<file path="src/hdl/adcrf_defs.svh">
`ifndef ADCRF_DEFS_SVH
`define ADCRF_DEFS_SVH

// Register offsets on the word address lines.
`define ADCRF_OFS_INT_ENABLE 4'h9
`define ADCRF_OFS_INT_STATUS 4'hA
`define ADCRF_OFS_TIMER 4'hB
`define ADCRF_OFS_FIFO 4'hC
`define ADCRF_OFS_LIMIT 4'hD

// Interrupt enable and status fields.
`define ADCRF_IE_LIMIT_BIT 0
`define ADCRF_IE_FIFO_BIT 2
`define ADCRF_IS_PTR_LSB 8
`define ADCRF_IS_CNT_LSB 11

// Result word fields.
`define ADCRF_LOWRES_NIBBLE 4'hE
`define ADCRF_RES_SIGN_BIT 12

// Reset values.
`define ADCRF_TIMER_RST 16'h0000
`define ADCRF_IE_RST 16'h0000
`define ADCRF_LIMIT_RST 16'h0000

// Timer wait: the prescaler reload and the fixed extra cycles.
`define ADCRF_PRE_RELOAD 5'h1F
`define ADCRF_PRE_ENTRY 5'h01
`define ADCRF_TIMER_EXTRA 2

`endif

</file>
<file path="src/hdl/adcrf_pkg.sv">
package adcrf_pkg;
  typedef enum logic [1:0] {SEQ_REST, SEQ_FETCH, SEQ_TIMER, SEQ_CONVERT} adcrf_seq_state_t;
  typedef logic [15:0] adcrf_word_t;
endpackage

</file>
<file path="src/hdl/adcrf_core.sv">
`timescale 1ns/1ns
`include "adcrf_defs.svh"

// Functional notes
// - Instruction n crossing limit one sets limit flag bit n.
// - Instruction n crossing limit two sets limit flag bit 8+n.
// - Reading the limit flags, or a soft reset, clears every flag.
// - Delay timer is a 16-bit counter behind a 5-bit prescaler.
// - Timer preset holds low byte in bits 0-7, high in 8-15.
// - Timed wait happens only when the instruction's timer enable is set.
// - Timer wait lasts exactly 32 times N plus 2 cycles.
// - DMA request rises when FIFO count equals enabled 5-bit threshold.
// - Interrupt output falls in the cycle the DMA request rises.
// - DMA request drops when the FIFO is read empty.
// - No new DMA request until the FIFO threshold flag is cleared.
// - Read-only FIFO of 32 words of 16 bits, first in first out.
// - Word holds low nibble, eight high bits, sign; low resolution gives 1110.
// - Bits 13-15 hold sign copies or instruction address per config bit.
// - Writing into a full FIFO loses the oldest result.
// - On 8-bit bus high-byte read advances the FIFO, low byte first.
// - Sequencer stops only on pause, cleared start, reset or soft reset.
// - Pointer clears on reset or loop bit, otherwise increments per instruction.
// - Without loop bits the pointer wraps through all eight instructions.
// - Status bits 11-15 report the FIFO word count modulo 32.
// - Reading interrupt status or soft reset clears every interrupt flag.
module adcrf_core #(
  parameter int DEPTH = 32,
  parameter int AW = 5
) (
  input wire logic clk_sys_in, // System clock.
  input wire logic rst_in, // Synchronous reset, active high.
  input wire logic ce_in, // Clock enable; freezes state when low.
  input wire logic bus_rd_in, // One-cycle read strobe.
  input wire logic bus_wr_in, // One-cycle write strobe.
  input wire logic [3:0] bus_addr_in, // Word address.
  input wire logic byte_lane_select_in, // Byte select on the 8-bit bus.
  input wire logic bus_width_select_in, // High selects the 8-bit bus.
  input wire adcrf_pkg::adcrf_word_t bus_wdata_in, // Write data.
  output adcrf_pkg::adcrf_word_t bus_rdata_out, // Read data, one cycle after the strobe.
  input wire logic cfg_start_in, // Sequencer start bit.
  input wire logic cfg_reset_in, // Soft device reset bit.
  input wire logic cfg_addr_tag_in, // High puts the instruction address in bits 13-15.
  input wire logic instr_timer_en_in, // Current instruction uses the timer.
  input wire logic instr_loop_in, // Current instruction is the last of the loop.
  input wire logic instr_pause_in, // Current instruction pauses first.
  input wire logic conv_lowres_in, // Result is of low resolution.
  input wire logic conv_done_in, // One-cycle pulse: conversion finished.
  input wire logic [12:0] conv_result_in, // Sign and twelve result bits.
  input wire logic limit1_hit_in, // Pulse: first limit crossed.
  input wire logic limit2_hit_in, // Pulse: second limit crossed.
  output logic conv_start_out, // One-cycle pulse starting a conversion.
  output logic [2:0] instruction_pointer_out, // Current instruction.
  output logic seq_running_out, // Sequencer is out of rest.
  output logic dma_request_out, // DMA request.
  output logic int_n_out // Interrupt, active low.
);
  import adcrf_pkg::*;

  // ==========================================================
  // Bus decode
  function automatic logic adcrf_hit(input logic [3:0] addr, input logic [3:0] ofs);
    adcrf_hit = (addr == ofs);
  endfunction

  logic rd_fifo, rd_stat, rd_limit, wr_timer, wr_ie, pop;
  assign rd_fifo = bus_rd_in && adcrf_hit(bus_addr_in, `ADCRF_OFS_FIFO);
  assign rd_stat = bus_rd_in && adcrf_hit(bus_addr_in, `ADCRF_OFS_INT_STATUS);
  assign rd_limit = bus_rd_in && adcrf_hit(bus_addr_in, `ADCRF_OFS_LIMIT);
  assign wr_timer = bus_wr_in && adcrf_hit(bus_addr_in, `ADCRF_OFS_TIMER);
  assign wr_ie = bus_wr_in && adcrf_hit(bus_addr_in, `ADCRF_OFS_INT_ENABLE);

  // ==========================================================
  // Writable registers
  adcrf_word_t timer_preset_r, int_enable_r;

  function automatic adcrf_word_t adcrf_merge(input adcrf_word_t old, input adcrf_word_t wd,
                                              input logic bw8, input logic lane);
    adcrf_merge = old;
    if (!bw8)
      adcrf_merge = wd;
    else if (lane)
      adcrf_merge[15:8] = wd[7:0];
    else
      adcrf_merge[7:0] = wd[7:0];
  endfunction

  always_ff @(posedge clk_sys_in)
  begin
    if (rst_in)
    begin
      timer_preset_r <= `ADCRF_TIMER_RST;
      int_enable_r <= `ADCRF_IE_RST;
    end
    else if (ce_in)
    begin
      if (wr_timer)
        timer_preset_r <= adcrf_merge(timer_preset_r, bus_wdata_in, bus_width_select_in, byte_lane_select_in);
      if (wr_ie)
        int_enable_r <= adcrf_merge(int_enable_r, bus_wdata_in, bus_width_select_in, byte_lane_select_in);
    end
  end

  logic [4:0] fifo_thr;
  logic fifo_ie, limit_ie;
  assign fifo_thr = int_enable_r[15:11];
  assign fifo_ie = int_enable_r[`ADCRF_IE_FIFO_BIT];
  assign limit_ie = int_enable_r[`ADCRF_IE_LIMIT_BIT];

  // ==========================================================
  // Sequencer
  adcrf_seq_state_t state_r;
  logic [2:0] ptr_r;
  logic [15:0] tmr_cnt_r;
  logic [4:0] pre_r;
  logic halted_r, pause_done_r, instr_end;

  assign instr_end = (state_r == SEQ_CONVERT) && conv_done_in;

  always_ff @(posedge clk_sys_in)
  begin
    if (rst_in || (ce_in && cfg_reset_in))
    begin
      state_r <= SEQ_REST;
      ptr_r <= 3'h0;
      halted_r <= 1'b0;
      pause_done_r <= 1'b0;
      conv_start_out <= 1'b0;
      tmr_cnt_r <= 16'h0000;
      pre_r <= 5'h00;
    end
    else if (ce_in)
    begin
      conv_start_out <= 1'b0;
      if (!cfg_start_in)
        halted_r <= 1'b0;
      unique case (state_r)
        SEQ_REST:
          if (cfg_start_in && !halted_r)
            state_r <= SEQ_FETCH;
        SEQ_FETCH:
          if (!cfg_start_in)
            state_r <= SEQ_REST;
          else if (instr_pause_in && !pause_done_r)
          begin
            state_r <= SEQ_REST;
            halted_r <= 1'b1;
            pause_done_r <= 1'b1;
          end
          else if (instr_timer_en_in)
          begin
            state_r <= SEQ_TIMER;
            tmr_cnt_r <= timer_preset_r;
            pre_r <= `ADCRF_PRE_ENTRY;
          end
          else
          begin
            state_r <= SEQ_CONVERT;
            conv_start_out <= 1'b1;
          end
        SEQ_TIMER:
          if (pre_r != 5'h00)
            pre_r <= pre_r - 5'h01;
          else if (tmr_cnt_r != 16'h0000)
          begin
            tmr_cnt_r <= tmr_cnt_r - 16'h0001;
            pre_r <= `ADCRF_PRE_RELOAD;
          end
          else
          begin
            state_r <= SEQ_CONVERT;
            conv_start_out <= 1'b1;
          end
        SEQ_CONVERT:
          if (conv_done_in)
          begin
            ptr_r <= instr_loop_in ? 3'h0 : ptr_r + 3'h1;
            pause_done_r <= 1'b0;
            state_r <= cfg_start_in ? SEQ_FETCH : SEQ_REST;
          end
      endcase
    end
  end

  // ==========================================================
  // Result FIFO
  adcrf_word_t mem_r [DEPTH];
  logic [AW-1:0] wr_ptr_r, rd_ptr_r;
  logic [AW:0] count_r;
  logic full, empty;
  adcrf_word_t wr_word;

  assign full = (count_r == (AW+1)'(DEPTH));
  assign empty = (count_r == '0);
  assign pop = rd_fifo && (!bus_width_select_in || byte_lane_select_in) && !empty;

  always_comb
  begin
    wr_word[3:0] = conv_lowres_in ? `ADCRF_LOWRES_NIBBLE : conv_result_in[3:0];
    wr_word[12:4] = conv_result_in[12:4];
    wr_word[15:13] = cfg_addr_tag_in ? ptr_r : {3{conv_result_in[`ADCRF_RES_SIGN_BIT]}};
  end

  always_ff @(posedge clk_sys_in)
  begin
    if (ce_in && instr_end)
      mem_r[wr_ptr_r] <= wr_word;
  end

  always_ff @(posedge clk_sys_in)
  begin
    if (rst_in)
    begin
      wr_ptr_r <= '0;
      rd_ptr_r <= '0;
      count_r <= '0;
    end
    else if (ce_in)
    begin
      if (instr_end)
        wr_ptr_r <= wr_ptr_r + AW'(1);
      if (pop || (instr_end && full && !pop))
        rd_ptr_r <= rd_ptr_r + AW'(1);
      if (instr_end && !pop && !full)
        count_r <= count_r + (AW+1)'(1);
      else if (pop && !instr_end)
        count_r <= count_r - (AW+1)'(1);
    end
  end

  // ==========================================================
  // Flags, DMA request and interrupt
  logic [15:0] limit_r, limit_set;
  logic fifo_flag_r, limit_flag_r, thr_hit, thr_hit_d_r, thr_event;
  logic fifo_flag_nxt, limit_flag_nxt;
  logic soft_rst;

  assign soft_rst = cfg_reset_in;
  assign thr_hit = fifo_ie && (count_r == {1'b0, fifo_thr}) && (fifo_thr != 5'h00);
  assign thr_event = thr_hit && !thr_hit_d_r;
  always_comb
  begin
    limit_set = 16'h0000;
    limit_set[{1'b0, ptr_r}] = limit1_hit_in;
    limit_set[{1'b1, ptr_r}] = limit2_hit_in;
  end
  assign fifo_flag_nxt = thr_event || (fifo_flag_r && !rd_stat && !soft_rst);
  assign limit_flag_nxt = (|limit_set) || (limit_flag_r && !rd_stat && !soft_rst);

  always_ff @(posedge clk_sys_in)
  begin
    if (rst_in)
    begin
      limit_r <= `ADCRF_LIMIT_RST;
      fifo_flag_r <= 1'b0;
      limit_flag_r <= 1'b0;
      thr_hit_d_r <= 1'b0;
      dma_request_out <= 1'b0;
      int_n_out <= 1'b1;
    end
    else if (ce_in)
    begin
      limit_r <= limit_set | ((rd_limit || soft_rst) ? 16'h0000 : limit_r);
      fifo_flag_r <= fifo_flag_nxt;
      limit_flag_r <= limit_flag_nxt;
      thr_hit_d_r <= thr_hit;
      if (thr_event && !fifo_flag_r)
        dma_request_out <= 1'b1;
      else if (empty)
        dma_request_out <= 1'b0;
      int_n_out <= !((fifo_flag_nxt && fifo_ie) || (limit_flag_nxt && limit_ie));
    end
  end

  // ==========================================================
  // Read data
  adcrf_word_t rd_word, head;
  assign head = mem_r[rd_ptr_r];
  always_comb
  begin
    rd_word = 16'h0000;
    unique case (bus_addr_in)
      `ADCRF_OFS_FIFO: rd_word = head;
      `ADCRF_OFS_LIMIT: rd_word = limit_r;
      `ADCRF_OFS_TIMER: rd_word = timer_preset_r;
      `ADCRF_OFS_INT_ENABLE: rd_word = int_enable_r;
      `ADCRF_OFS_INT_STATUS:
      begin
        rd_word[`ADCRF_IE_LIMIT_BIT] = limit_flag_r;
        rd_word[`ADCRF_IE_FIFO_BIT] = fifo_flag_r;
        rd_word[10:8] = ptr_r;
        rd_word[15:11] = count_r[4:0];
      end
      default: rd_word = 16'h0000;
    endcase
    if (bus_width_select_in && byte_lane_select_in)
      rd_word = {8'h00, rd_word[15:8]};
    else if (bus_width_select_in)
      rd_word = {8'h00, rd_word[7:0]};
  end

  always_ff @(posedge clk_sys_in)
  begin
    if (rst_in)
    begin
      bus_rdata_out <= 16'h0000;
      instruction_pointer_out <= 3'h0;
      seq_running_out <= 1'b0;
    end
    else if (ce_in)
    begin
      if (bus_rd_in)
        bus_rdata_out <= rd_word;
      instruction_pointer_out <= (cfg_reset_in || instr_end && instr_loop_in) ? 3'h0 :
                                 (instr_end ? ptr_r + 3'h1 : ptr_r);
      seq_running_out <= (state_r != SEQ_REST);
    end
  end

  // ==========================================================
  // Checks
  logic [21:0] tw_cnt_r;
  logic [15:0] tw_n_r;
  always_ff @(posedge clk_sys_in)
  begin
    if (rst_in)
    begin
      tw_cnt_r <= '0;
      tw_n_r <= '0;
    end
    else if (ce_in)
    begin
      tw_cnt_r <= (state_r == SEQ_TIMER) ? tw_cnt_r + 22'h1 : 22'h0;
      if (state_r == SEQ_FETCH)
        tw_n_r <= timer_preset_r;
    end
  end

  chk_timer_length: assert property (@(posedge clk_sys_in) disable iff (rst_in)
    ce_in && state_r == SEQ_TIMER && !cfg_reset_in ##1 state_r == SEQ_CONVERT |->
    $past(tw_cnt_r) + 22'h1 == {tw_n_r, 5'h00} + 22'(`ADCRF_TIMER_EXTRA))
    else $error("Timer wait length wrong");
  chk_timer_skip: assert property (@(posedge clk_sys_in) disable iff (rst_in)
    ce_in && state_r == SEQ_FETCH && cfg_start_in && !cfg_reset_in && !instr_pause_in && !instr_timer_en_in
    |=> state_r == SEQ_CONVERT && conv_start_out)
    else $error("Timer not skipped");
  chk_ptr_loop: assert property (@(posedge clk_sys_in) disable iff (rst_in)
    ce_in && instr_end && instr_loop_in && !cfg_reset_in |=> ptr_r == 3'h0)
    else $error("Loop did not clear pointer");
  chk_ptr_step: assert property (@(posedge clk_sys_in) disable iff (rst_in)
    ce_in && instr_end && !instr_loop_in && !cfg_reset_in |=> ptr_r == $past(ptr_r) + 3'h1)
    else $error("Pointer did not advance");
  chk_limit_clear: assert property (@(posedge clk_sys_in) disable iff (rst_in)
    ce_in && rd_limit && !limit1_hit_in && !limit2_hit_in |=> limit_r == 16'h0000)
    else $error("Limit flags not cleared");
  chk_limit_set: assert property (@(posedge clk_sys_in) disable iff (rst_in)
    ce_in && limit2_hit_in |=> limit_r[{1'b1, $past(ptr_r)}])
    else $error("Limit two flag not set");
  chk_dma_rise: assert property (@(posedge clk_sys_in) disable iff (rst_in)
    $rose(dma_request_out) |-> !int_n_out || !fifo_ie)
    else $error("Interrupt not with DMA request");
  chk_dma_drop: assert property (@(posedge clk_sys_in) disable iff (rst_in)
    ce_in && empty && !thr_event |=> !dma_request_out)
    else $error("DMA request held on empty FIFO");
  chk_fifo_sat: assert property (@(posedge clk_sys_in) disable iff (rst_in)
    ce_in && full && instr_end && !pop |=> full)
    else $error("Overflow changed count");
  chk_dma_gate: assert property (@(posedge clk_sys_in) disable iff (rst_in)
    ce_in && fifo_flag_r && !dma_request_out |=> !dma_request_out)
    else $error("DMA request while flag set");

  cov_overflow: cover property (@(posedge clk_sys_in) full && instr_end);
  cov_dma: cover property (@(posedge clk_sys_in) $rose(dma_request_out) ##[1:200] !dma_request_out);
  cov_timer: cover property (@(posedge clk_sys_in) state_r == SEQ_TIMER ##1 state_r == SEQ_CONVERT);
endmodule

</file>
<file path="config.mk">
export PLATFORM = sky130hd
export DESIGN_NAME = adcrf_core
export DESIGN_NICKNAME = d
export VERILOG_FILES = /design/src/hdl/adcrf_pkg.sv /design/src/hdl/adcrf_core.sv
export VERILOG_INCLUDE_DIRS = /design/src /design/src/hdl
export SDC_FILE = /design/constraint.sdc
export NUM_CORES = 1
export LEC_CHECK = 0
export ABC_AREA = 0
export BUFFER_PORTS_ARGS = -buffer_cell sky130_fd_sc_hd__buf_2
export CAP_MARGIN = 10
export CORE_MARGIN = 3
export CORE_UTILIZATION = 40
export CTS_CLUSTER_DIAMETER = 60
export DETAILED_ROUTE_END_ITERATION = 8
export HOLD_SLACK_MARGIN = 0.05
export PLACE_DENSITY = 0.66
export SKIP_LAST_GASP = 1
export SLEW_MARGIN = 20
export SYNTH_ARGS = -nofsm -noshare
export SYNTH_HDL_FRONTEND = slang
export SYNTH_SLANG_ARGS = --single-unit
export TNS_END_PERCENT = 50
</file>
<file path="constraint.sdc">
create_clock -name clk_sys_in -period 3.38 [get_ports clk_sys_in]
set_input_delay 0.169 -clock clk_sys_in [delete_from_list [all_inputs] [get_ports clk_sys_in]]
set_output_delay 0.169 -clock clk_sys_in [all_outputs]
set_load 0.1 [all_outputs]
</file>
After elaboration in Yosys (flattened, before gate mapping)
Memory sizes are Yosys's and may differ from the RTL's. A register that Yosys moved wholly into a read port is not among the register bits.
Index checks and enable logic that the tools add are counted.
{ "totals": {"out_inout_bits": 23, "input_bits": 50, "mem_bits_rw": 512, "mem_count": 1, "register_bits": 118} }
{ "memory_table": {"columns": ["memory", "depth", "word_bits", "rd", "rd_clocked_by_memory_dff", "wr", "line", "text"], "rows": [
  ["mem_r", 32, 16, 1, 1, 1, "adcrf_core.sv:186", "adcrf_word_t mem_r [DEPTH];"]
]} }
{ "classes": {"muxes": 64, "n_eq_ne": 22, "bitwise_logic": 2, "addsub": 7, "n_lt_le_gt_ge": 4, "n_reduce_logical": 76} }
{ "op_table": {"columns": ["op", "n"], "rows": [
  ["two-way mux 16 bit", 9],
  ["one-hot mux 8 bit (5 select lines)", 1],
  ["two-way mux 5 bit", 7],
  ["one-hot mux 16 bit (2 select lines)", 1],
  ["logical AND 1 bit", 31],
  ["inequality test 2 bit (second input constant)", 11],
  ["equality test 4 bit (second input constant)", 5],
  ["two-way mux 1 bit", 20],
  ["one-hot mux 5 bit (4 select lines)", 1],
  ["AND 16 x 8 -> 16 bit", 1],
  ["bitwise mux 16 bit", 1],
  ["two-way mux 8 bit", 2],
  ["OR 16 bit", 1],
  ["nonzero test 16 bit", 1],
  ["OR reduction 16 bit", 1],
  ["subtractor 16 x 1 -> 16 bit (second input constant)", 1],
  ["AND reduction 3 bit", 5],
  ["logical NOT 1 bit", 12],
  ["two-way mux 2 bit", 6],
  ["two-way mux 3 bit", 4],
  ["two-way mux 6 bit", 2],
  ["adder 5 x 1 -> 5 bit (second input constant)", 2],
  ["one-hot mux 1 bit (5 select lines)", 2],
  ["one-hot mux 5 bit (2 select lines)", 1],
  ["other kinds (27)", 47]
]} }

Depth between registers and ports, before layout
Gate-level depths: netlist of the first run.
{ "logic_depth": {"depth_word": 11, "depth_mapped": 11} }

Worst setup path before layout of the first run
Ideal clock, no wire load.
{ "synth_timing": {"path_type": "register to register", "startpoint": "register count_r[0]", "endpoint": "register count_r[5]", "t_required_ps": 3310, "period_less_slack_ps": 2701, "path_buffers": 0, "setup_ps": 70, "path_stages_with_launch": 11, "path_slack_ps": 679, "arrival_time_ps": 2630, "cell_sequence": "dfxtp_1 > or4_4 > nor2_2 > o211ai_1 > ha_1 > a21o_1 > a21oi_1 > o21ai_0 > xnor2_1 > or3_1 > a21oi_1"} }
{ "synth_between": {"elab_chain_len": 8} }
{ "synth_lines": {"columns": ["item", "line", "text"], "rows": [
  ["start: declaration", "adcrf_core.sv:188", "logic [AW:0] count_r;"],
  ["start signal: assignment", "adcrf_core.sv:224", "count_r <= count_r + (AW+1)'(1);"],
  ["start signal: assignment", "adcrf_core.sv:226", "count_r <= count_r - (AW+1)'(1);"],
  ["parallel branches: the longest is 8 deep, another holds subtractor 6 x 1 -> 6 bit", null, null]
]} }
Parallel ways; which one is timed is not known. The select of a mux whose other input is x is not followed.
A chain may end at the register's enable or synchronous reset.

==> out/results.md, run 1 <==
• **maximum clock frequency** 331 MHz
• **end of the worst register-to-register path** bus_rdata_out[3]
• **total count of hold-check failures in the final report** 0
• **Synth top area share** 58.8%
• **Tcrit/Tclk final** 89.4%
• **cell with the most instances after synthesis** edfxtp_1
• **data required time at the worst endpoint** 3.90 ns
• **width of the chip** 262 um
• **Most used DFF post-synth** edfxtp_1
• **total design power** 16.1 mW
• **basic-gate share of the synthesized area counting and, or, nand and nor cells** 6.90%
• **post-synthesis net count** 1711
• **number of I/O pins** 73
• **adder and majority gate portion of the synthesized area** 0.842%
• **Worst Setup Slack, final** 0.358 ns
• **total length of routed wires** 70100 um
• **Core Region** 0.0646 mm^2
• **number of vias in the routed layout** 15900
• **clock root cell** clkbuf_16
• **area growth from synthesis to layout** 15.9%
• **area fraction in compound gates after synthesis** 7.15%
• **die area** 0.0685 mm^2
• **pin count of the biggest net entering global routing** 54
• **arrival time at the worst endpoint** 3.54 ns
• **unique cell type count in the Yosys netlist** 78
• **worst hold path startpoint** ce_in
• **sequential fraction of the synthesis area** 68.2%
• **number of clock sinks seen by CTS** 635
• **worst slew pin tran** 0.909 ns
• **starting utilization of the core area** 40.5%
• **status** complete, no violations
• **Tightest Hold Check Type** in -> reg
• **Final HPWL DP** 45900 um
• **routed length per placed instance** 25.8 um
• **sum of overflow across all layers after global routing** 0
• **type of destination of the critical path** register
• **number of cell rows** 93
• **number of enable flip-flop cells after synthesis** 512
• **placed cell areas** 0.0279 mm^2
• **CTS tree** done
• **worst setup path endpoint** bus_rdata_out[3]
• **Post-Place Worst Slack** 0.389 ns
• **DR vias/cell** 5.84
• **max-cap violations** 0
• **count of buffers added by post-CTS timing repair for setup** 0
• **final worst hold slack** 0.0899 ns
• **ranking of synthesized cells by instance count** 512 x edfxtp_1, 151 x nor2_1, 123 x dfxtp_1
• **dominant cell type by area after synthesis** edfxtp_1
• **total track usage** 20.6%
• **Clk Latency, worst-skew pair** 0.61 ns
• **Yosys warnings** 0
• **post-synthesis xor/xnor area fraction** 0.536%
• **total CTS buffers** 68
• **internal reg-to-reg setup slack** 0.36 ns
• **Setup Viol. Count Final** 0
• **Final TNS setup** 0 ns
• **clock slew seen by the registers of the worst setup and hold paths** 0.07 ns
• **total leakage power** 9.70 nW
• **startpoint-to-endpoint class of the critical path** reg -> reg
• **layout cells sized above 1** 22.4%
• **input/output buffers** 72
• **Avg Synthesized Cell Area** 15.9 um^2
• **flop and latch count out of synthesis** 635
• **via count of the first global-routing pass** 15700
• **mux cell area share after synthesis** 14.1%
• **Longest Clk Path Bufs** 3
• **number of H-tree branching levels** 3
• **final std cell area, no fill** 0.0303 mm^2
• **largest fanout on the critical path** 25
• **overall die height** 262 um
• **Worst Reg2Reg Path Length in Cells** 8
• **critical path startpoint category** register
• **pins over their slew limit** 0
• **maximum VDD drop** 276 uV
• **combined area of all synthesized cells** 0.0261 mm^2
• **clock skew** 0.0343 ns
• **top cells by area in the synthesized netlist** edfxtp_1 59%, mux4_2 10%, dfxtp_1 9.4%
• **count of nets left with antenna violations after detail routing** 0
• **power density over the cells** 533 mW/mm^2
• **Post-synth ARST share** 0%
• **initial antenna violation count** 3
• **antenna cells** 0
• **post-layout net count** 1878
• **Post-CTS Resized** 0
• **Pre-antenna DRT Iters** 5
• **First DRT Iteration DRCs** 1697
• **setup repair after global routing missed its margin** false
• **remaining max-slew budget at the tightest pin** 39.4%
• **Tmin final** 3.02 ns
• **final estimated routing congestion in global placement** 0.917
• **detailed-route DRC error count** 0
• **global-route wire length before repair** 103000 um
• **cell count after synthesis** 1644
• **dominant combinational cell family by area after synthesis** multiplexers
routing by layer:
layer | global-route usage, % | wire length [um] | vias to the layer above
li1 | - | - | 6864
met5 | 0 | 27 | -
met3 | 4.37 | 5990 | 131
met2 | 32.8 | 33100 | 786
met1 | 28.4 | 29000 | 8073
met4 | 6.45 | 2000 | 4
worst max-delay path, cell delays in order (launching register included):
cell,delay [ns]
dfxtp_4,0.68
buf_12,0.29
buf_12,0.23
mux2i_1,0.12
mux4_2,0.49
a221oi_1,0.53
a21oi_1,0.16
nand2b_1,0.17
a211oi_1,0.23
worst min path at each step:
stage | end | slack, ns | depth (start not counted)
after floorplan | mem_r[0][10] | 0.27 | 0
after detailed placement | conv_start_out | 0.46 | 2
after CTS | fifo_flag_r | 0.06 | 3
final | fifo_flag_r | 0.09 | 3
after global routing | timer_preset_r[8] | 0.08 | 3
after global placement | conv_start_out | 0.45 | 2
cell usage in the layout (no fill, tap or decap), types with 8 or more instances in the layout:
master	count
a211oi_1	26
a21oi_1	54
a221oi_1	11
a22oi_1	31
buf_12	8
buf_2	72
buf_4	81
clkbuf_1	14
clkbuf_16	72
clkinv_1	14
clkinv_2	8
dfxtp_1	120
dlygate4sd3_1	25
edfxtp_1	512
ha_1	16
inv_1	19
mux2_2	10
mux2i_1	96
mux4_2	116
nand2_1	76
nand2b_1	9
nand3_1	23
nand3b_1	9
nor2_1	143
nor2_2	9
nor2b_1	19
nor3_1	23
nor3b_1	8
nor4_1	8
o211ai_1	11
o21ai_0	33
o21ai_1	8
o22ai_1	17
or3_1	9
xnor2_1	8
xor2_1	8
cells by family (layout without fill, tap and decap cells):
group,Yosys count,in the layout
flops,635,635
simple gates,375,375
compound gates,268,268
mux,222,222
buf+inv,111,329
fa+ha+maj,17,17
xor+xnor,16,16
registers in the layout (all words and copies together), names as in the netlist, 3 cells and up, named ones only:
register / count
instruction_pointer_out: 3
wr_ptr_r: 5
timer_preset_r: 16
count_r: 6
int_enable_r: 16
rd_ptr_r: 5
tmr_cnt_r: 16
limit_r: 16
ptr_r: 3
mem_r: 512
pre_r: 5
bus_rdata_out: 16
power breakdown:
| part | internal [mW] | total, mW | switching, mW | leakage [nW] |
|---|---|---|---|---|
| Combinational | 0.108 | 0.446 | 0.337 | 3.06 |
| Sequential | 8.45 | 8.47 | 0.0221 | 5.58 |
| Clock | 4.17 | 7.21 | 3.04 | 1.06 |
| Total | 12.7 | 16.1 | 3.40 | 9.70 |
cell type report:
cell class / count / area [um^2]
clock buffers: 87 / 1870
fillers: 5451 / 34300
inverters: 22 / 82.6
flip-flops and latches: 635 / 17800
multi-input cells: 898 / 7740
repair buffers: 186 / 1380
clock inverters: 34 / 295
well taps: 855 / 1070
through the flow:
stage / instances / utilization (%)
final: 2717 / 46.9
after global routing: 2717 / 46.9
after CTS: 2717 / 46.9
after detailed placement: 2571 / 43.2
after global placement: 2571 / 43.2
after floorplan: 1644 / -
repair_timing:
action | in CTS | in global routing
endpoints found under the hold margin | 40 | 0
hold buffers | 25 | 0
setup endpoints to repair | 0 | 0
Note: power is estimated with default switching activity, not from simulation.
==> run 2, diff against run 1 <==
==> constraint.sdc (replaced) <==
create_clock -name clk_sys_in -period 3.93 [get_ports clk_sys_in]
set_input_delay 0.1965 -clock clk_sys_in [delete_from_list [all_inputs] [get_ports clk_sys_in]]
set_output_delay 0.1965 -clock clk_sys_in [all_outputs]
set_load 0.1 [all_outputs]
==> run 2 against run 1 <==
Final cell count down 0.48%. Core utilization down 0.27 points. Clock-buffer cell count unchanged. Hold slack worse by 0.0080 ns. Sequential power down 14%. Clock power down 14%. Largest cell class unchanged.
==> out/results.md, run 2 (same netlist as run 1, synthesis figures left out) <==
• **status** complete, no violations, unchanged
• **total length of routed wires** 68600 um, was 70100 um
• **startpoint of the worst register-to-register path** state_r[0]
• **routed length per placed instance** 25.4 um, was 25.8 um
• **critical path, cell by cell** ha_1 > nand2_1 > nor2_1 > nand2_1 > nor2_1 > buf_4, was buf_12 > buf_12 > mux2i_1 > mux4_2 > a221oi_1 > a21oi_1 > nand2b_1 > a211oi_1
• **total track usage** 20.2%, was 20.6%
• **width of the chip** 262 um, unchanged
• **clock skew** 0.0352 ns, was 0.0343 ns
• **Longest Clk Path Bufs** 3, unchanged
• **number of clock sinks seen by CTS** 635, unchanged
• **First DRT Iteration DRCs** 1662, was 1697
• **global-route wire length before repair** 102000 um, was 103000 um
• **Post-CTS Resized** 0, unchanged
• **Clk Latency, worst-skew pair** 0.61 ns, about the same
• **largest fanout on the critical path** 8, was 25
• **worst setup path startpoint** state_r[0]
• **part of the total power dissipated in combinational logic** 2.7%, was 2.8%
• **Pint** 10.9 mW, was 12.7 mW
• **worst hold path startpoint** conv_lowres_in, was ce_in
• **maximum clock frequency** 322 MHz, was 331 MHz
• **critical path depth in cells** 6, was 8
• **switching power share of the total** 20.9%, was 21.1%
• **initial antenna violation count** 2, was 3
• **detailed-route DRC error count** 0, unchanged
• **count of buffers added by post-CTS timing repair for setup** 0, unchanged
• **number of flip-flops under the largest register name** 512, unchanged
• **number of buffer and inverter instances along the worst setup path** 1, was 2
• **number of H-tree branching levels** 3, unchanged
• **Met3 Wirelength** 6230 um, was 5990 um
• **uppermost layer routed** met5, unchanged
• **internal reg-to-reg setup slack** 0.82 ns, was 0.36 ns
• **clock root cell** clkbuf_16, unchanged
• **clock slew seen by the registers of the worst setup and hold paths** 0.06 ns, was 0.07 ns
• **total CTS buffers** 69, was 68
• **startpoint-to-endpoint class of the critical path** reg -> reg, unchanged
• **Core Region** 0.0646 mm^2, unchanged
• **Layout fillers** 5471, was 5451
• **library cell contributing the largest single delay on the critical path** nor2_1, was dfxtp_4
• **cell family with most CP delay** simple AND/OR/NAND/NOR gates, was compound AO/OA/AOI/OAI gates
• **total leakage power** 9.62 nW, was 9.70 nW
• **remaining max-slew budget at the tightest pin** 29.7%, was 39.4%
• **count of nets left with antenna violations after detail routing** 0, unchanged
• **clock share of power** 44.6%, was 44.7%
• **Tmin final** 3.11 ns, was 3.02 ns
• **worst setup path endpoint** mem_r[25][2], was bus_rdata_out[3]
• **Switching Power** 2.89 mW, was 3.40 mW
• **maximum VDD drop** 265 uV, was 276 uV
• **power density over the cells** 460 mW/mm^2, was 533 mW/mm^2
• **input/output buffers** 72, unchanged
• **CTS tree** done, unchanged
• **met2 WL post-DR** 32200 um, was 33100 um
• **critical path startpoint category** register, unchanged
• **post-layout net count** 1865, was 1878
• **Final TNS setup** 0 ns, unchanged
• **commonest cells after routing, fill and taps aside** 512 x edfxtp_1, 143 x nor2_1, 120 x dfxtp_1, 116 x mux4_2, 96 x mux2i_1, unchanged
• **pins over their slew limit** 0, unchanged
• **Final HPWL DP** 44700 um, was 45900 um
• **via count of the first global-routing pass** 15600, was 15700
• **arrival time at the worst endpoint** 3.41 ns, was 3.54 ns
• **leading cell type in the layout, fill and taps excluded** edfxtp_1, unchanged
• **register cell area after layout** 0.0178 mm^2, unchanged
• **layout cells sized above 1** 22.2%, was 22.4%
• **register with the most flip-flops** mem_r, unchanged
• **max-cap violations** 0, unchanged
• **number of cell rows** 93, unchanged
• **biggest cell delay along the critical path** 0.58 ns, was 0.68 ns
• **Tightest Hold Check Type** in -> reg, unchanged
• **overall die height** 262 um, unchanged
• **total count of hold-check failures in the final report** 0, unchanged
• **antenna cells** 0, unchanged
• **Setup Viol. Count Final** 0, unchanged
• **area growth from synthesis to layout** 15.2%, was 15.9%
• **total design power** 13.8 mW, was 16.1 mW
• **Tcrit/Tclk final** 79.1%, was 89.4%
• **pin count of the biggest net entering global routing** 57, was 54
• **DR vias/cell** 5.83, was 5.84
• **number of vias in the routed layout** 15800, was 15900
• **starting utilization of the core area** 40.5%, unchanged
• **data required time at the worst endpoint** 4.23 ns, was 3.90 ns
• **routed length on met1** 28100 um, was 29000 um
• **total area of multi-input combinational cells** 0.00775 mm^2, was 0.00774 mm^2
• **die area** 0.0685 mm^2, unchanged
• **type of destination of the critical path** register, unchanged
• **setup repair after global routing missed its margin** false, unchanged
• **worst slew pin tran** 1.03 ns, was 0.909 ns
• **Flop pwr share** 52.7%, was 52.5%
• **end of the worst register-to-register path** mem_r[25][2], was bus_rdata_out[3]
• **Pre-antenna DRT Iters** 7, was 5
• **sum of overflow across all layers after global routing** 0, unchanged
• **final estimated routing congestion in global placement** 0.961, was 0.917
• **Worst Reg2Reg Path Length in Cells** 6, was 8
• **number of I/O pins** 73, unchanged
==> run 2: cell types whose count changed in the layout (fill, tap and decap cells not counted), moves of 2 or more <==
cell / before / now
dlygate4sd3_1: 25 / 22
buf_4: 81 / 75
clkinv_2: 8 / 10
buf_12: 8 / 3
clkbuf_1: 14 / 12
clkinv_4: 4 / 0
clkbuf_8: 1 / 4
inv_6: 3 / 6
==> run 2: worst min path at each step <==
stage / depth (start not counted) / to / slack (ns)
floorplan: 0 / mem_r[0][10] / 0.30
global placement: 2 / int_n_out / 0.45
CTS: 3 / int_enable_r[9] / 0.05
global route: 2 / mem_r[15][0] / 0.08
detailed placement: 2 / int_n_out / 0.45
finish: 2 / mem_r[15][0] / 0.08
==> run 2: power groups by stage <==
stage               Combinational (mW)  Clock [mW]  Sequential [mW]
detailed placement               0.350           0             7.43
CTS                              0.368        6.29             7.28
global placement                 0.340           0             7.43
finish                           0.375        6.17             7.29
global route                     0.398        6.55             7.28
floorplan                        0.136           0             7.47
==> run 2: per-layer routing <==
metal  GRT usage, %  vias to the layer above
met5              0                        -
met4           6.21                        4
met3           4.48                      145
met2           32.2                      721
met1           27.7                     8063
li1               -                     6829
==> run 2: final cells by class <==
class / instances / area share, %
clock buffer: 87 / 6.23
clock inverter: 35 / 0.918
inverter: 22 / 0.274
multi-input combinational: 898 / 25.8
sequential: 635 / 59.3
tap: 855 / 3.55
timing repair buffer: 172 / 4.00
==> run 2: stage by stage <==
step | hold WS [ns] | util, % | std cells | cell area [um^2] | setup WS, ns
after floorplan | 0.295 | - | 1644 | 26100 | 1.23
after global placement | 0.452 | 42.9 | 2560 | 27700 | 0.717
after detailed placement | 0.450 | 42.9 | 2560 | 27700 | 0.746
after CTS | 0.0528 | 46.6 | 2704 | 30100 | 0.913
after global routing | 0.0835 | 46.6 | 2704 | 30100 | 0.676
final | 0.0819 | 46.6 | 2704 | 30100 | 0.822
==> run 2: repair_timing <==
action / CTS / global route
endpoints found under the hold margin: 34 / 0
hold buffers: 22 / 0
endpoints found under the setup margin: 0 / 0
==> run 3, diff against run 2 <==
--- a/config.mk
+++ b/config.mk
@@ -6,7 +6,7 @@
 export SDC_FILE = /design/constraint.sdc
 export NUM_CORES = 1
 export LEC_CHECK = 0
-export ABC_AREA = 0
+export ABC_AREA = 1
 export BUFFER_PORTS_ARGS = -buffer_cell sky130_fd_sc_hd__buf_2
 export CAP_MARGIN = 10
 export CORE_MARGIN = 3
@@ -14,7 +14,7 @@
 export CTS_CLUSTER_DIAMETER = 60
 export DETAILED_ROUTE_END_ITERATION = 8
 export HOLD_SLACK_MARGIN = 0.05
-export PLACE_DENSITY = 0.66
+export PLACE_DENSITY = 0.68
 export SKIP_LAST_GASP = 1
 export SLEW_MARGIN = 20
 export SYNTH_ARGS = -nofsm -noshare
==> constraint.sdc (replaced) <==
create_clock -name clk_sys_in -period 2.8 [get_ports clk_sys_in]
set_input_delay 0.14 -clock clk_sys_in [delete_from_list [all_inputs] [get_ports clk_sys_in]]
set_output_delay 0.14 -clock clk_sys_in [all_outputs]
set_load 0.1 [all_outputs]
==> run 3 against run 2 <==
Clock power up 36%. Combinational power increased by 75%. Core utilization fell by 0.27 points. Global-route usage is 0.69 points lower. Critical path type unchanged. Largest power group unchanged. Highest routed layer is now met4.
==> out/results.md, run 3 <==
• **detailed-route DRC error count** 0, unchanged
• **Setup Viol. Count Final** 0, unchanged
• **max-cap violations** 0, unchanged
• **First DRT Iteration DRCs** 2023, was 1662
• **internal reg-to-reg setup slack** 0.22 ns, was 0.82 ns
• **die area** 0.0711 mm^2, was 0.0685 mm^2
• **Tmin final** 2.58 ns, was 3.11 ns
• **routing usage on met3** 2.56%, was 4.48%
• **ranking of synthesized cells by instance count** 900 x nand2_1, 512 x edfxtp_1, 450 x nand3_1, was 512 x edfxtp_1, 151 x nor2_1, 123 x dfxtp_1
• **Most used DFF post-synth** edfxtp_1, unchanged
• **total leakage power** 11.4 nW, was 9.62 nW
• **Longest Clk Path Bufs** 3, unchanged
• **number of I/O pins** 73, unchanged
• **leading cell type in the layout, fill and taps excluded** nand2_1, was edfxtp_1
• **number of vias in the routed layout** 19500, was 15800
• **placed cell areas** 0.0285 mm^2, was 0.0277 mm^2
• **status** complete, no violations, unchanged
• **Synth top area share** 56.6%, was 58.8%
• **combined area of all synthesized cells** 0.0272 mm^2, was 0.0261 mm^2
• **global-route wire length before repair** 107000 um, was 102000 um
• **largest fanout on the critical path** 9, was 8
• **cell count after synthesis** 2678, was 1644
• **number of cells traversed by the worst hold path** 6, was 2
• **Tcrit/Tclk final** 92.1%, was 79.1%
• **number of enable flip-flop cells after synthesis** 512, unchanged
• **number of cell rows** 94, was 93
• **maximum VDD drop** 554 uV, was 265 uV
• **overall die height** 267 um, was 262 um
• **data required time at the worst endpoint** 3.28 ns, was 4.23 ns
• **starting utilization of the core area** 40.8%, was 40.5%
• **unique cell type count in the Yosys netlist** 45, was 78
• **critical path startpoint category** register, unchanged
• **total CTS buffers** 67, was 69
• **total area of multi-input combinational cells** 0.00805 mm^2, was 0.00775 mm^2
• **maximum clock frequency** 388 MHz, was 322 MHz
• **total track usage** 19.5%, was 20.2%
• **startpoint-to-endpoint class of the critical path** reg -> reg, unchanged
• **top cells by area in the synthesized netlist** edfxtp_1 57%, nand2_1 12%, dfxtp_1 9.1%, was edfxtp_1 59%, mux4_2 10%, dfxtp_1 9.4%
• **width of the chip** 267 um, was 262 um
• **CTS tree** done, unchanged
• **met1 track utilization from global routing** 25.8%, was 27.7%
• **clock root cell** clkbuf_16, unchanged
• **initial antenna violation count** 0, was 2
• **final estimated routing congestion in global placement** 0.933, was 0.961
• **flop and latch count out of synthesis** 635, unchanged
• **Core Region** 0.0666 mm^2, was 0.0646 mm^2
• **setup repair after global routing missed its margin** false, unchanged
• **dominant cell type by area after synthesis** edfxtp_1, unchanged
• **input/output buffers** 72, unchanged
• **most utilized layer in the global route result** met2, unchanged
• **post-synthesis net count** 2745, was 1711
• **remaining max-slew budget at the tightest pin** 36.0%, was 29.7%
• **worst slew pin tran** 0.959 ns, was 1.03 ns
• **pins over their slew limit** 0, unchanged
• **final std cell area, no fill** 0.0309 mm^2, was 0.0301 mm^2
• **post-layout net count** 2848, was 1865
• **total count of hold-check failures in the final report** 0, unchanged
• **Layout fillers** 6057, was 5471
• **startpoint of the worst register-to-register path** state_r[0], unchanged
• **Pre-antenna DRT Iters** 5, was 7
• **number of clock sinks seen by CTS** 635, unchanged
• **via count of the first global-routing pass** 18300, was 15600
• **Avg Synthesized Cell Area** 10.2 um^2, was 15.9 um^2
• **end of the worst register-to-register path** count_r[5], was mem_r[25][2]
• **Worst Reg2Reg Path Length in Cells** 14, was 6
• **Post-synth ARST share** 0%, unchanged
• **count of buffers added by post-CTS timing repair for setup** 0, unchanged
• **area growth from synthesis to layout** 13.5%, was 15.2%
• **cell with the most instances after synthesis** nand2_1, was edfxtp_1
• **hold bufs inserted after CTS** 29, was 22
• **Tightest Hold Check Type** in -> reg, unchanged
• **number of flip-flops under the largest register name** 512, unchanged
• **commonest cells after routing, fill and taps aside** 900 x nand2_1, 512 x edfxtp_1, 450 x nand3_1, 120 x dfxtp_1, 118 x nor2_1, was 512 x edfxtp_1, 143 x nor2_1, 120 x dfxtp_1, 116 x mux4_2, 96 x mux2i_1
• **Clk Latency, worst-skew pair** 0.60 ns, was 0.61 ns
• **worst setup path endpoint** count_r[5], was mem_r[25][2]
• **register cell area after layout** 0.0178 mm^2, unchanged
• **Yosys warnings** 0, unchanged
• **layout cells sized above 1** 10.0%, was 22.2%
• **routed length per placed instance** 18.9 um, was 25.4 um
• **Post-CTS Resized** 0, unchanged
• **number of H-tree branching levels** 3, unchanged
• **power density over the cells** 625 mW/mm^2, was 460 mW/mm^2
• **pin count of the biggest net entering global routing** 119, was 57
• **clock skew** 0.0271 ns, was 0.0352 ns
• **clock slew seen by the registers of the worst setup and hold paths** 0.06 ns, about the same
• **met2 Usage GRT** 32.4%, was 32.2%
• **register with the most flip-flops** mem_r, unchanged
• **Final HPWL DP** 42300 um, was 44700 um
• **worst setup path startpoint** state_r[0], unchanged
• **DR vias/cell** 5.28, was 5.83
• **type of destination of the critical path** register, unchanged
• **count of nets left with antenna violations after detail routing** 0, unchanged
• **sequential fraction of the synthesis area** 65.6%, was 68.2%
• **sum of overflow across all layers after global routing** 0, unchanged
• **total length of routed wires** 69700 um, was 68600 um
• **arrival time at the worst endpoint** 3.06 ns, was 3.41 ns
• **Final TNS setup** 0 ns, unchanged
-- run 3: stage by stage --
stage	hold slack (ns)	power, mW	util, %	worst slack [ns]	cells
4_1_cts	0.0584	19.4	46.3	0.276	3693
2_1_floorplan	0.239	10.8	-	0.284	2678
3_5_place_dp	0.449	11.0	42.8	0.300	3547
5_1_grt	0.109	19.9	46.3	0.0272	3693
6_report	0.0923	19.3	46.3	0.222	3694
3_3_place_gp	0.428	11.0	42.8	0.288	3547
-- run 3: area by class of cell --
cell class | count | share of cell area (%)
Clock inverter | 30 | 0.730
Sequential cell | 635 | 57.8
Multi-Input combinational cell | 1784 | 26.1
Clock buffer | 87 | 5.91
Tap cell | 864 | 3.50
Inverter | 120 | 1.50
Antenna cell | 1 | 0.00811
Timing Repair Buffer | 173 | 4.43
-- run 3: power by group --
group          switching, mW  leakage [nW]  internal [mW]
Combinational          0.488          4.85          0.170
Sequential            0.0213          5.60           10.2
Clock                   3.54         0.994           4.86
-- run 3: critical path, cell delays in order, from the launching register on --
cell,delay (ns)
dfxtp_1,0.39
ha_1,0.23
nand2_2,0.20
nor2_1,0.19
nand2_2,0.16
ha_1,0.38
a21oi_1,0.16
nand2_1,0.09
nand2_1,0.06
nand2_1,0.05
a21oi_1,0.14
xor2_1,0.16
inv_1,0.07
a21oi_1,0.12
nor2_1,0.06
-- run 3: how the worst min path moves through the flow --
stage	startpoint	end	slack, ns
6_report	byte_lane_select_in	bus_rdata_out[6]	0.09
5_1_grt	byte_lane_select_in	bus_rdata_out[6]	0.11
4_1_cts	bus_wdata_in[14]	int_enable_r[14]	0.06
3_5_place_dp	int_enable_r[8]	int_enable_r[8]	0.45
3_3_place_gp	rd_ptr_r[4]	rd_ptr_r[4]	0.43
2_1_floorplan	conv_result_in[10]	mem_r[0][10]	0.24
-- run 3: per-layer routing --
layer	routed length [um]	vias up	part of all wire (%)
met5	0	-	0
met4	2550	0	3.7
met1	29000	9277	42
met3	4540	143	6.5
li1	-	9386	-
met2	33700	701	48
-- run 3: logic make-up (layout without fill, tap and decap cells) --
logic type	after synthesis	count (layout)	synth area share, %
buffers and inverters	259	410	4.87
other	0	1	0
XOR/XNOR	14	14	0.451
AO/OA/AOI/OAI	237	237	4.82
adder cells (fa/ha/maj)	17	17	0.810
AND/OR/NAND/NOR	1516	1516	23.4
flip-flops	635	635	65.6
